## config.mk

```make
export PLATFORM = sky130hd
export DESIGN_NAME = pscp_cmd_top
export DESIGN_NICKNAME = d
export VERILOG_FILES = /design/src/hw/pscp_pkg.sv /design/src/hw/pscp_stat_pin.sv /design/src/hw/pscp_cmd_top.sv
export SDC_FILE = /design/constraint.sdc
export NUM_CORES = 1
export LEC_CHECK = 0
export BUFFER_PORTS_ARGS = -buffer_cell sky130_fd_sc_hd__buf_2
export CAP_MARGIN = 20
export CORE_MARGIN = 3
export CORE_UTILIZATION = 50
export CTS_CLUSTER_DIAMETER = 80
export DETAILED_ROUTE_END_ITERATION = 6
export GPL_TIMING_DRIVEN = 0
export PLACE_DENSITY = 0.71
export SKIP_CTS_REPAIR_TIMING = 1
export SLEW_MARGIN = 40
export SYNTH_ARGS = -nofsm -noshare
export SYNTH_HDL_FRONTEND = slang
export SYNTH_SLANG_ARGS = --single-unit
```

## constraint.sdc

```tcl
create_clock -name clock -period 7.52 [get_ports clock]
set_input_delay 2.256 -clock clock [delete_from_list [all_inputs] [get_ports clock]]
set_output_delay 2.256 -clock clock [all_outputs]
set_load 0.02 [all_outputs]
```

## src/hw/pscp_pkg.sv

```systemverilog
// shared constants for the parity and status-pin command block
package pscp_pkg;

    // clock and status-pin idle delay
    localparam int unsigned CLK_HZ       = 20_000_000;               // system clock rate
    localparam int unsigned IDLE_MS      = 1500;                     // quiet time before pin returns high
    localparam int unsigned IDLE_CYCLES  = IDLE_MS * (CLK_HZ / 1000); // 30,000,000 cycles
    localparam int unsigned IDLE_TW      = 25;                       // idle counter width

    // line and reply buffer sizing
    localparam int unsigned LINE_BYTES   = 14;                       // longest accepted command
    localparam int unsigned LEN_W        = 4;                        // line length counter width
    localparam int unsigned MSG_BYTES    = 16;                       // reply shift register depth

    // register byte offsets on the avalon slave
    localparam logic [3:0] OFS_CTRL      = 4'h0;                     // parity and pin mode
    localparam logic [3:0] OFS_STATUS    = 4'h4;                     // live state

    // field positions
    localparam int unsigned CTRL_PAR_LSB = 0;                        // parity, two bits
    localparam int unsigned CTRL_MODE_B  = 4;                        // status pin mode
    localparam int unsigned STAT_LINK_B  = 0;                        // link up
    localparam int unsigned STAT_PIN_B   = 1;                        // status pin level
    localparam int unsigned STAT_BUSY_B  = 2;                        // reply in progress

    // reset values and parity limit
    localparam logic [1:0] PARITY_RESET  = 2'h0;                     // no parity
    localparam logic       MODE_RESET    = 1'b0;                     // plain link indication
    localparam logic [1:0] PARITY_MAX    = 2'h2;                     // even is the top code

    // ascii pieces of commands and replies
    localparam logic [7:0]  CH_CR        = 8'h0d;
    localparam logic [7:0]  CH_LF        = 8'h0a;
    localparam logic [7:0]  CH_ZERO      = 8'h30;
    localparam logic [7:0]  CH_ONE       = 8'h31;
    localparam logic [7:0]  CH_TWO       = 8'h32;
    localparam logic [7:0]  CH_COMMA     = 8'h2c;
    localparam logic [7:0]  CH_EQ        = 8'h3d;
    localparam logic [7:0]  CH_PLUS      = 8'h2b;
    localparam logic [15:0] TXT_AT       = 16'h4154;
    localparam logic [63:0] KW_FRAME     = 64'h5541_5254_4d4f_4445; // frame-config keyword
    localparam logic [31:0] KW_PIN       = 32'h5354_5453;           // status-pin keyword
    localparam logic [15:0] TXT_OK       = 16'h4f4b;
    localparam logic [23:0] TXT_ERR      = 24'h455252;

    // reply selection
    typedef enum logic [2:0] {
        RPY_OK,
        RPY_ERR,
        RPY_FRAME_Q,
        RPY_PIN_Q
    } pscp_reply_t;

endpackage

```

## src/hw/pscp_stat_pin.sv

```systemverilog
// link status pin driver with data-activity blanking
`timescale 1ns/1ns
module pscp_stat_pin #(
    parameter int unsigned IDLE_CYCLES = pscp_pkg::IDLE_CYCLES,
    parameter int unsigned TW          = pscp_pkg::IDLE_TW
) (
    input  wire logic clock,
    input  wire logic rst_n,
    input  wire logic clkEn,
    input  wire logic pinMode,
    input  wire logic linkUp,
    input  wire logic peerByte,
    output logic      statusPin
);
    import pscp_pkg::*;

    // counter must hold the whole delay
    generate
        if (IDLE_CYCLES < 1 || IDLE_CYCLES > (2 ** TW) - 1) begin : g_bad
            $error("idle delay does not fit counter");
        end
    endgenerate

    localparam logic [TW-1:0] IDLE_LOAD = IDLE_CYCLES[TW-1:0];   // reload value
    localparam logic [TW-1:0] ONE       = {{(TW-1){1'b0}}, 1'b1}; // unit step

    logic [TW-1:0] idle_reg;      // cycles left until pin returns high
    logic [TW-1:0] idle_next;
    logic          pin_reg;       // registered pin level
    logic          pin_next;

    // mode 1 blanks on each byte; a new byte reloads so the quiet time is measured from the last one
    wire blankHit = pinMode && peerByte;          // data seen in mode 1; acted on only while linked
    wire idleDone = (idle_reg == ONE);            // last cycle of the delay

    always_comb begin
        idle_next = idle_reg;
        pin_next  = pin_reg;
        if (!linkUp) begin
            // low while unconnected and after a drop
            idle_next = '0;
            pin_next  = 1'b0;
        end else if (blankHit) begin
            idle_next = IDLE_LOAD;
            pin_next  = 1'b0;
        end else if (idle_reg != '0) begin
            // still counting the quiet interval
            idle_next = idle_reg - ONE;
            pin_next  = idleDone;
        end else begin
            // connected and quiet, or mode 0
            pin_next  = 1'b1;
        end
    end

    // state update, frozen when the clock enable is low
    always_ff @(posedge clock or negedge rst_n) begin
        if (!rst_n) begin
            idle_reg <= '0;
            pin_reg  <= 1'b0;
        end else if (clkEn) begin
            idle_reg <= idle_next;
            pin_reg  <= pin_next;
        end
    end

    assign statusPin = pin_reg;

endmodule

```

## src/hw/pscp_cmd_top.sv

```systemverilog
// text command interpreter for parity and status-pin mode, with avalon register view
`timescale 1ns/1ns
// What this block does
// - frame-config sets parity none, odd, even
// - status-pin mode command sets, queries mode 0/1
// - mode 0: pin high only while linked
// - mode 1: pin low on data, high later
// - lines end CR LF; bare query returns value
module pscp_cmd_top #(
    parameter int unsigned IDLE_CYCLES = pscp_pkg::IDLE_CYCLES
) (
    input  wire logic                          clock,
    input  wire logic                          rst_n,
    input  wire logic                          clkEn,
    input  wire logic [7:0]                    cmdByte,
    input  wire logic                          cmdValid,
    output logic [7:0]                         replyByte,
    output logic                               replyValid,
    input  wire logic                          replyReady,
    input  wire logic                          linkUp,
    input  wire logic                          peerByte,
    output logic                               statusPin,
    output logic [1:0]                         parityMode,
    input  wire logic [3:0]                    avsAddress,
    input  wire logic                          avsRead,
    input  wire logic                          avsWrite,
    input  wire logic [31:0]                   avsWriteData,
    input  wire logic [3:0]                    avsByteEnable,
    output logic [31:0]                        avsReadData,
    output logic                               avsWaitRequest
);
    import pscp_pkg::*;

    localparam int unsigned LW = LINE_BYTES * 8;  // line buffer width
    localparam int unsigned MW = MSG_BYTES * 8;   // reply buffer width
    localparam logic [LEN_W-1:0] LEN_ONE  = 4'h1;
    localparam logic [LEN_W-1:0] LEN_FULL = 4'hf; // overflow marker
    localparam logic [LEN_W-1:0] LEN_AT   = 4'h2;
    localparam logic [LEN_W-1:0] LEN_PQ   = 4'h7;
    localparam logic [LEN_W-1:0] LEN_PS   = 4'h8;
    localparam logic [LEN_W-1:0] LEN_FQ   = 4'hb;
    localparam logic [LEN_W-1:0] LEN_FS   = 4'he;
    localparam logic [4:0]       CNT_ONE  = 5'h01;

    // digit helpers, used for both commands
    function automatic logic isDigitUpTo(input logic [7:0] ch, input logic [7:0] top);
        isDigitUpTo = (ch >= CH_ZERO) && (ch <= top);
    endfunction

    // state
    logic [LW-1:0]    line_reg;     // newest byte in the low lane
    logic [LW-1:0]    line_next;
    logic [LEN_W-1:0] len_reg;      // bytes in the current line
    logic [LEN_W-1:0] len_next;
    logic [1:0]       parity_reg;   // active parity code
    logic [1:0]       parity_next;
    logic             mode_reg;     // status pin mode
    logic             mode_next;
    logic [MW-1:0]    msg_reg;      // reply text, first byte at the top
    logic [MW-1:0]    msg_next;
    logic [4:0]       cnt_reg;      // reply bytes left
    logic [4:0]       cnt_next;
    logic             wait_reg;     // avalon waitrequest
    logic             valid_reg;    // reply valid, kept in step with the byte count
    logic [31:0]      rdata_reg;    // avalon read data
    logic [31:0]      rdata_next;
    logic             pinLevel;     // from the pin driver

    // line handling: CR dropped, LF closes the line
    wire byteIn   = clkEn && cmdValid;
    wire isCr     = (cmdByte == CH_CR);
    wire isLf     = (cmdByte == CH_LF);
    wire busy     = (cnt_reg != 5'h00);
    wire lineEnd  = byteIn && isLf && !busy;  // lines closed while replying are discarded

    // command decode on the closed line
    wire cmdAt    = (len_reg == LEN_AT) && (line_reg[15:0] == TXT_AT);
    wire cmdFrmQ  = (len_reg == LEN_FQ) && (line_reg[87:0] == {TXT_AT, CH_PLUS, KW_FRAME});
    wire cmdFrmS  = (len_reg == LEN_FS) && (line_reg[111:24] == {TXT_AT, CH_PLUS, KW_FRAME})
                    && (line_reg[23:16] == CH_ZERO) && (line_reg[15:8] == CH_COMMA)
                    && isDigitUpTo(line_reg[7:0], CH_TWO);
    wire cmdPinQ  = (len_reg == LEN_PQ) && (line_reg[55:0] == {TXT_AT, CH_PLUS, KW_PIN});
    wire cmdPinS  = (len_reg == LEN_PS) && (line_reg[63:8] == {TXT_AT, CH_PLUS, KW_PIN})
                    && isDigitUpTo(line_reg[7:0], CH_ONE);

    wire [1:0] parDigit = line_reg[1:0];  // '0'..'2' low bits are the code
    wire       modeDigit = line_reg[0];

    // reply choice
    wire pscp_reply_t reply = cmdFrmQ ? RPY_FRAME_Q :
                              cmdPinQ ? RPY_PIN_Q :
                              (cmdAt || cmdFrmS || cmdPinS) ? RPY_OK : RPY_ERR;

    // avalon decode; one wait cycle, then the answer
    wire avsReq    = avsRead || avsWrite;
    wire avsTake   = clkEn && avsReq && wait_reg;
    wire selCtrl   = (avsAddress == OFS_CTRL);
    wire selStat   = (avsAddress == OFS_STATUS);
    // a write lands only at the edge that completes the transfer, when waitrequest is low
    wire ctrlWr    = clkEn && avsWrite && !wait_reg && selCtrl && avsByteEnable[0];
    wire [1:0] busPar = avsWriteData[CTRL_PAR_LSB +: 2];
    wire [31:0] ctrlView = {27'h0, mode_reg, 2'h0, parity_reg};
    wire [31:0] statView = {29'h0, busy, pinLevel, linkUp};

    // line buffer and control values
    always_comb begin
        line_next   = line_reg;
        len_next    = len_reg;
        parity_next = parity_reg;
        mode_next   = mode_reg;
        if (byteIn && isLf) begin
            // start a fresh line after every terminator
            line_next = '0;
            len_next  = '0;
        end else if (byteIn && !isCr) begin
            line_next = {line_reg[LW-9:0], cmdByte};
            len_next  = (len_reg == LEN_FULL) ? LEN_FULL : len_reg + LEN_ONE;
        end
        if (lineEnd && cmdFrmS) begin
            parity_next = parDigit;
        end
        if (lineEnd && cmdPinS) begin
            mode_next = modeDigit;
        end
        // bus write wins over a command closed in the same cycle
        if (ctrlWr) begin
            parity_next = (busPar <= PARITY_MAX) ? busPar : parity_reg;
            mode_next   = avsWriteData[CTRL_MODE_B];
        end
    end

    // reply text builder and streamer
    always_comb begin
        msg_next = msg_reg;
        cnt_next = cnt_reg;
        if (lineEnd) begin
            case (reply)
                RPY_OK: begin
                    msg_next = {CH_PLUS, TXT_OK, CH_CR, CH_LF, 88'h0};
                    cnt_next = 5'h05;
                end
                RPY_FRAME_Q: begin
                    // keyword, equals, fixed 0, comma, parity code
                    msg_next = {CH_PLUS, KW_FRAME, CH_EQ, CH_ZERO, CH_COMMA,
                                CH_ZERO | {6'h0, parity_reg}, CH_CR, CH_LF, 8'h0};
                    cnt_next = 5'h0f;
                end
                RPY_PIN_Q: begin
                    msg_next = {CH_PLUS, KW_PIN, CH_EQ, CH_ZERO | {7'h0, mode_reg},
                                CH_CR, CH_LF, 56'h0};
                    cnt_next = 5'h09;
                end
                default: begin
                    msg_next = {CH_PLUS, TXT_ERR, CH_CR, CH_LF, 80'h0};
                    cnt_next = 5'h06;
                end
            endcase
        end else if (clkEn && busy && replyReady) begin
            // byte taken, move the next one to the top lane
            msg_next = {msg_reg[MW-9:0], 8'h0};
            cnt_next = cnt_reg - CNT_ONE;
        end
    end

    // avalon read data
    assign rdata_next = !avsTake ? rdata_reg :
                        !avsRead ? 32'h0 :
                        selCtrl  ? ctrlView :
                        selStat  ? statView : 32'h0;  // unmapped reads as zero

    // command side registers
    always_ff @(posedge clock or negedge rst_n) begin
        if (!rst_n) begin
            line_reg   <= '0;
            len_reg    <= '0;
            parity_reg <= PARITY_RESET;
            mode_reg   <= MODE_RESET;
        end else if (clkEn) begin
            line_reg   <= line_next;
            len_reg    <= len_next;
            parity_reg <= parity_next;
            mode_reg   <= mode_next;
        end
    end

    // reply side registers
    always_ff @(posedge clock or negedge rst_n) begin
        if (!rst_n) begin
            msg_reg   <= '0;
            cnt_reg   <= '0;
            valid_reg <= 1'b0;
        end else if (clkEn) begin
            msg_reg   <= msg_next;
            cnt_reg   <= cnt_next;
            valid_reg <= (cnt_next != 5'h00);  // output straight from a flop
        end
    end

    // bus slave registers: waitrequest drops for exactly one cycle per request
    always_ff @(posedge clock or negedge rst_n) begin
        if (!rst_n) begin
            wait_reg  <= 1'b1;
            rdata_reg <= '0;
        end else if (clkEn) begin
            wait_reg  <= !avsTake;
            rdata_reg <= rdata_next;
        end
    end

    // status pin behaviour lives in its own module
    pscp_stat_pin #(
        .IDLE_CYCLES (IDLE_CYCLES),
        .TW          (IDLE_TW)
    ) u_pin (
        .clock     (clock),
        .rst_n     (rst_n),
        .clkEn     (clkEn),
        .pinMode   (mode_reg),
        .linkUp    (linkUp),
        .peerByte  (peerByte),
        .statusPin (pinLevel)
    );

    assign statusPin      = pinLevel;
    assign parityMode     = parity_reg;
    assign replyByte      = msg_reg[MW-1:MW-8];
    assign replyValid     = valid_reg;
    assign avsReadData    = rdata_reg;
    assign avsWaitRequest = wait_reg;

endmodule

```

==> impl_metrics.json, run 1 <==
{
  "outcome": "finished, final reports clean",
  "report.final.slew_viol_count": 0,
  "wire_per_inst_um": 17.9,
  "powerDensity_nw_per_um2": 303,
  "core-area_um2": 21900,
  "start_util_pct": 51.0,
  "syn_inst": 1234,
  "clkSlewWorstSetupHoldPaths_ps": 60,
  "largest_reg_flops": 112,
  "slowest_delay_ps": 610,
  "htreeDepth": 1,
  "ys_warn_count": 0,
  "die_area_um2": 24200,
  "std_cell_rows": 54,
  "netlist_area_um2": 11200,
  "hold_class": "reg2reg",
  "async_flop_share_pct": 100,
  "fin_crit_ps": 4530,
  "critPathMaxFanout": 10,
  "synth-edff-count": 0,
  "ctsLongestPathBuffers": 3,
  "path_buf_inv": 4,
  "dp.cells": 1584,
  "holdPathEnd": "line_reg[109]",
  "crit_arrival_ps": 4900,
  "die_x_um": 155,
  "place_area_um2": 11900,
  "boundaryPins": 102,
  "crit_required_ps": 7900,
  "p_leak_nw": 6.25,
  "worstSetupPathType": "in2reg",
  "drt_wl_total_mm": 29.2,
  "reg2reg_from": "line_reg[23]",
  "irDropWorstVdd_mv": 0.155,
  "dp_worst_setup_slack_ps": 2550,
  "synth-xor-area-share_pct": 0.941,
  "gp_congestion": 0.936,
  "fin_area_um2": 12800,
  "setup_viol_count_final": 0,
  "synth_simple_gate_area_share_pct": 28.7,
  "dpl.hpwl_mm": 20.3,
  "path_delay_family": "simple AND/OR/NAND/NOR gates",
  "muxShareOfSynthArea_pct": 0.627,
  "clock_skew_ps": 18.3,
  "drc": 0,
  "crit_path_frequent_cell": "clkbuf_1",
  "cts_made_buffers": 26,
  "holdPathStages": 2,
  "ctsRootBufferMaster": "clkbuf_16",
  "timing.slew.headroom_pct": 41.3,
  "synth_top_family_by_area": "simple AND/OR/NAND/NOR gates",
  "io_buffer_count": 39,
  "ys_ff_latch": 236,
  "fin_setup_tns_ps": 0,
  "area_growth_pct": 14.8,
  "crit_path_end_kind": "register",
  "r2r.worst_path.cells": 11,
  "hold_violations": 0,
  "synth_compound_area_share_pct": 9.69,
  "track_usage_pct": 24.0,
  "clkSinkCount": 236,
  "antenna_found_initial": 0,
  "cap_violations": 0,
  "period_share_pct": 60.2,
  "synthAdderAreaFrac_pct": 1.46,
  "grt_pass1_wl_mm": 47.5,
  "cp_cell_sequence": "buf_2, and2_1, clkbuf_1, and4_1, clkbuf_1, nand2_1, clkbuf_1, nor2_1, a31oi_1",
  "startpoint_type": "input port",
  "worst_slack_ps": 2990,
  "grt_pass1_vias": 8990,
  "drt-vias-per-instance": 5.69,
  "cts_tree": "done",
  "detail-route-antenna-nets": 0,
  "die_h_um": 155,
  "drt_iter0_drc": 868,
  "rsz0062_at_grt": "false",
  "grt_remaining_overflow": 0,
  "avgSynthCellArea_um2": 9.06,
  "clkLatencyLatePin_ps": 530,
  "worstHoldStart": "line_reg[109]",
  "mostFrequentLayoutCells": "372 x nand2_1, 235 x dfrtp_1, 115 x nand3_1",
  "nNetsFinal": 1402,
  "synth_top_cell_by_area": "dfrtp_1",
  "r2r_end": "replyValid",
  "first_pass_iters": 5,
  "worstMarginPinSlew_ps": 868,
  "synthTopCellsByArea": "dfrtp_1 53%, nand2_1 12%, nand3_1 5.2%",
  "ys.flop_type": "dfrtp_1",
  "yosysUniqueCellTypes": 69,
  "synth_top_area_share_pct": 52.6,
  "final.fill_count": 1940,
  "layout_commonest_cell": "nand2_1",
  "r2r_slack_ps": 3880,
  "drive_gt1_share_pct": 10.8,
  "slowest_stage": "nor2_1",
  "fmax_mhz": 221,
  "synth-seq-area-share_pct": 52.9,
  "grt_start_max_net_pins": 75,
  "vias": 9286,
  "final_cell_count_no_fill": 1632
}
-- synth_stat cells (all sizes together) (14+ instances only) --
cell and count:
a21oi 29, a31oi 39, buf 59, clkbuf 49, dfrtp 235, inv 16
nand2 372, nand3 115, nand4 22, nor2 61, nor3 14, nor4 15
nor4b 18, o21ai 37
-- cell families after synthesis --
group                    Yosys count
other                              1
multiplexers                       7
adder cells (fa/ha/maj)           13
AND/OR/NAND/NOR                  682
flip-flops                       236
XOR/XNOR                          12
AO/OA/AOI/OAI                    159
buffers and inverters            124
-- worst reg2reg max path, stage by stage, from the launching register on --
cell	delay, ps
dfrtp_1	400
nor4b_1	780
nand4_1	360
nor4_1	420
a32oi_1	130
nand3_1	310
inv_1	140
ha_1	240
nor3_1	360
a211o_1	180
nor4_1	60
a31oi_1	190
-- power by group --
| part | total, mW | switching, mW | internal, mW | leakage [nW] |
|---|---|---|---|---|
| Clock | 1.32 | 0.504 | 0.812 | 0.438 |
| Sequential | 1.75 | 0.262 | 1.49 | 3.17 |
| Combinational | 0.823 | 0.485 | 0.339 | 2.64 |
-- layer usage --
metal / up-vias / part of all wire, % / track usage (%)
li1: 4418 / - / -
met2: 328 / 47 / 39.2
met3: 66 / 6.4 / 3.76
met5: - / 0 / 0
met1: 4474 / 44 / 33.5
met4: 0 / 2.6 / 6.63
-- cell type report --
class | instances | area (um^2) | share of cell area, %
sequential | 236 | 5910 | 46.0
multi-input combinational | 902 | 4750 | 37.0
clock buffer | 43 | 826 | 6.43
buffer | 108 | 576 | 4.48
tap | 280 | 350 | 2.73
timing repair buffer | 42 | 288 | 2.24
clock inverter | 4 | 72.6 | 0.565
inverter | 16 | 60.1 | 0.468
antenna | 1 | 2.50 | 0.0195
-- through the flow --
| step | hold WS, ps | power [mW] | utilization (%) |
|---|---|---|---|
| after floorplan | 431 | 2.30 | - |
| after global placement | 454 | 2.55 | 54.0 |
| after detailed placement | 455 | 2.58 | 54.5 |
| after CTS | 472 | 3.91 | 58.6 |
| after global routing | 513 | 4.10 | 58.6 |
| final | 469 | 3.89 | 58.6 |
-- worst max path at each step --
stage | start | to | slack [ps] | cells past startpoint
finish | clkEn | msg_reg[84] | 2990 | 9
global route | clkEn | msg_reg[64] | 2920 | 9
CTS | clkEn | msg_reg[84] | 3090 | 9
detailed placement | clkEn | msg_reg[84] | 2550 | 9
global placement | rst_n | line_reg[15] | -10 | 1
floorplan | cmdByte[7] | replyValid | 3620 | 7
No activity file was read; power rests on OpenSTA's default activity.
==> inputs of run 2 (changes only) <==
--- a/config.mk
+++ b/config.mk
@@ -12,7 +12,7 @@
 export CTS_CLUSTER_DIAMETER = 80
 export DETAILED_ROUTE_END_ITERATION = 6
 export GPL_TIMING_DRIVEN = 0
-export PLACE_DENSITY = 0.71
+export PLACE_DENSITY = 0.74
 export SKIP_CTS_REPAIR_TIMING = 1
 export SLEW_MARGIN = 40
 export SYNTH_ARGS = -nofsm -noshare
==> constraint.sdc (replaced) <==
create_clock -name clock -period 3.9 [get_ports clock]
set_input_delay 1.17 -clock clock [delete_from_list [all_inputs] [get_ports clock]]
set_output_delay 1.17 -clock clock [all_outputs]
set_load 0.02 [all_outputs]
==> impl_metrics.json, run 2 (synthesis results as in run 1) <==
{
  "timing.slew.headroom_pct": 46.7,
  "htreeDepth": 1,
  "mostFrequentLayoutCells": "372 x nand2_1, 235 x dfrtp_1, 115 x nand3_1",
  "crit_required_ps": 4350,
  "worst_slack_ps": 435,
  "clkLatencyLatePin_ps": 530,
  "drt_wl_total_mm": 28.1,
  "cts_made_buffers": 26,
  "fin_crit_ps": 3460,
  "cap_violations": 0,
  "critPathMaxFanout": 7,
  "io_buffer_count": 39,
  "crit_path_end_kind": "register",
  "std_cell_rows": 54,
  "irDropWorstVdd_mv": 0.341,
  "track_usage_pct": 23.4,
  "grt_start_max_net_pins": 77,
  "die_area_um2": 24200,
  "drt-vias-per-instance": 5.69,
  "grt_pass1_vias": 8838,
  "antennaDiodeCount": 0,
  "worstSetupPathType": "reg2reg",
  "ctsRootBufferMaster": "clkbuf_16",
  "ctsLongestPathBuffers": 3,
  "dpl.hpwl_mm": 19.9,
  "grt_remaining_overflow": 0,
  "final.fill_count": 1915,
  "crit_arrival_ps": 3910,
  "clkSlewWorstSetupHoldPaths_ps": 60,
  "hold_violations": 0,
  "first_pass_iters": 5,
  "final_util_pct": 58.5,
  "die_x_um": 155,
  "rsz0062_at_grt": "false",
  "drc": 0,
  "drive_gt1_share_pct": 11.0,
  "area_growth_pct": 14.7,
  "start_util_pct": 51.0,
  "boundaryPins": 102,
  "fmax_mhz": 289,
  "largest_reg_flops": 112,
  "drt_iter0_drc": 760,
  "report.final.slew_viol_count": 0,
  "gp_congestion": 0.904,
  "layout_commonest_cell": "nand2_1",
  "cts_tree": "done",
  "period_share_pct": 88.8,
  "p_leak_nw": 6.25,
  "clock_skew_ps": 14.7,
  "vias": 9287,
  "die_h_um": 155,
  "grt_pass1_wl_mm": 46.5,
  "detail-route-antenna-nets": 0,
  "fin_setup_tns_ps": 0,
  "startpoint_type": "register",
  "nNetsFinal": 1402,
  "wire_per_inst_um": 17.2,
  "setup_viol_count_final": 0,
  "powerDensity_nw_per_um2": 579,
  "hold_class": "reg2reg",
  "core-area_um2": 21900,
  "dp_worst_setup_slack_ps": 242,
  "outcome": "finished, final reports clean",
  "clkSinkCount": 236,
  "antenna_found_initial": 0,
  "worstMarginPinSlew_ps": 788
}
## run 2: cell types whose count changed in the layout (fill, tap and decap cells not counted), sizes merged
cell,before,now
bufinv,2,1
clkbuf,92,90
clkinv,1,4
clkinvlp,1,0
diode,1,0
inv,16,17
## run 2: layout make-up
class / instances / area, um^2 / area share [%]
repair buffers: 42 / 288 / 2.25
multi-input cells: 902 / 4750 / 37.1
inverters: 16 / 60.1 / 0.469
clock inverters: 6 / 65.1 / 0.508
flip-flops and latches: 236 / 5910 / 46.1
plain buffers: 108 / 576 / 4.49
clock buffers: 41 / 818 / 6.38
well taps: 280 / 350 / 2.73
## run 2: critical path: stages, from the launching register on
cell and delay, ps:
dfrtp_1 420, ha_1 260, nand4b_1 180, or4_1 490, nor4_1 460, a22oi_1 380, inv_1 230, ha_1 270
nor2_1 370, a211oi_1 120, a31oi_1 210
## run 2: routing by layer
metal  vias up  part of all wire, %  routed length [um]  GRT usage, %
met5         -                    0                   0             0
met4         0                  3.1                 867          6.96
met3        69                  6.6                1870          4.56
met2       305                   46               12800          35.8
met1      4507                   45               12500          34.0
li1       4406                    -                   -             -
## run 2: final timing paths
| check | slack [ps] | end | depth (start not counted) | start |
|---|---|---|---|---|
| min in group asynchronous | 520 | msg_reg[101] | 1 | rst_n |
| worst max-delay path | 440 | replyValid | 10 | len_reg[1] |
| worst max register to register | 440 | replyValid | 10 | len_reg[1] |
| max in group asynchronous | 2020 | line_reg[90] | 4 | rst_n |
| worst min register to register | 470 | line_reg[109] | 2 | line_reg[109] |
| worst min-delay path | 470 | line_reg[109] | 2 | line_reg[109] |
## run 2: per-stage QoR
stage / hold WS, ps / power, mW / cell area [um^2] / instances
2_1_floorplan: 431 / 4.43 / 11300 / 1262
3_3_place_gp: 449 / 4.89 / 11800 / 1581
3_5_place_dp: 457 / 4.96 / 11900 / 1584
4_1_cts: 470 / 7.46 / 12800 / 1631
5_1_grt: 498 / 7.84 / 12800 / 1631
6_report: 467 / 7.42 / 12800 / 1631
## run 2: report_power, final
part	total, mW	leakage, nW	switching [mW]	internal, mW
Sequential	3.36	3.17	0.490	2.87
Combinational	1.57	2.64	0.925	0.649
Clock	2.49	0.439	0.982	1.50
Total	7.42	6.25	2.40	5.02
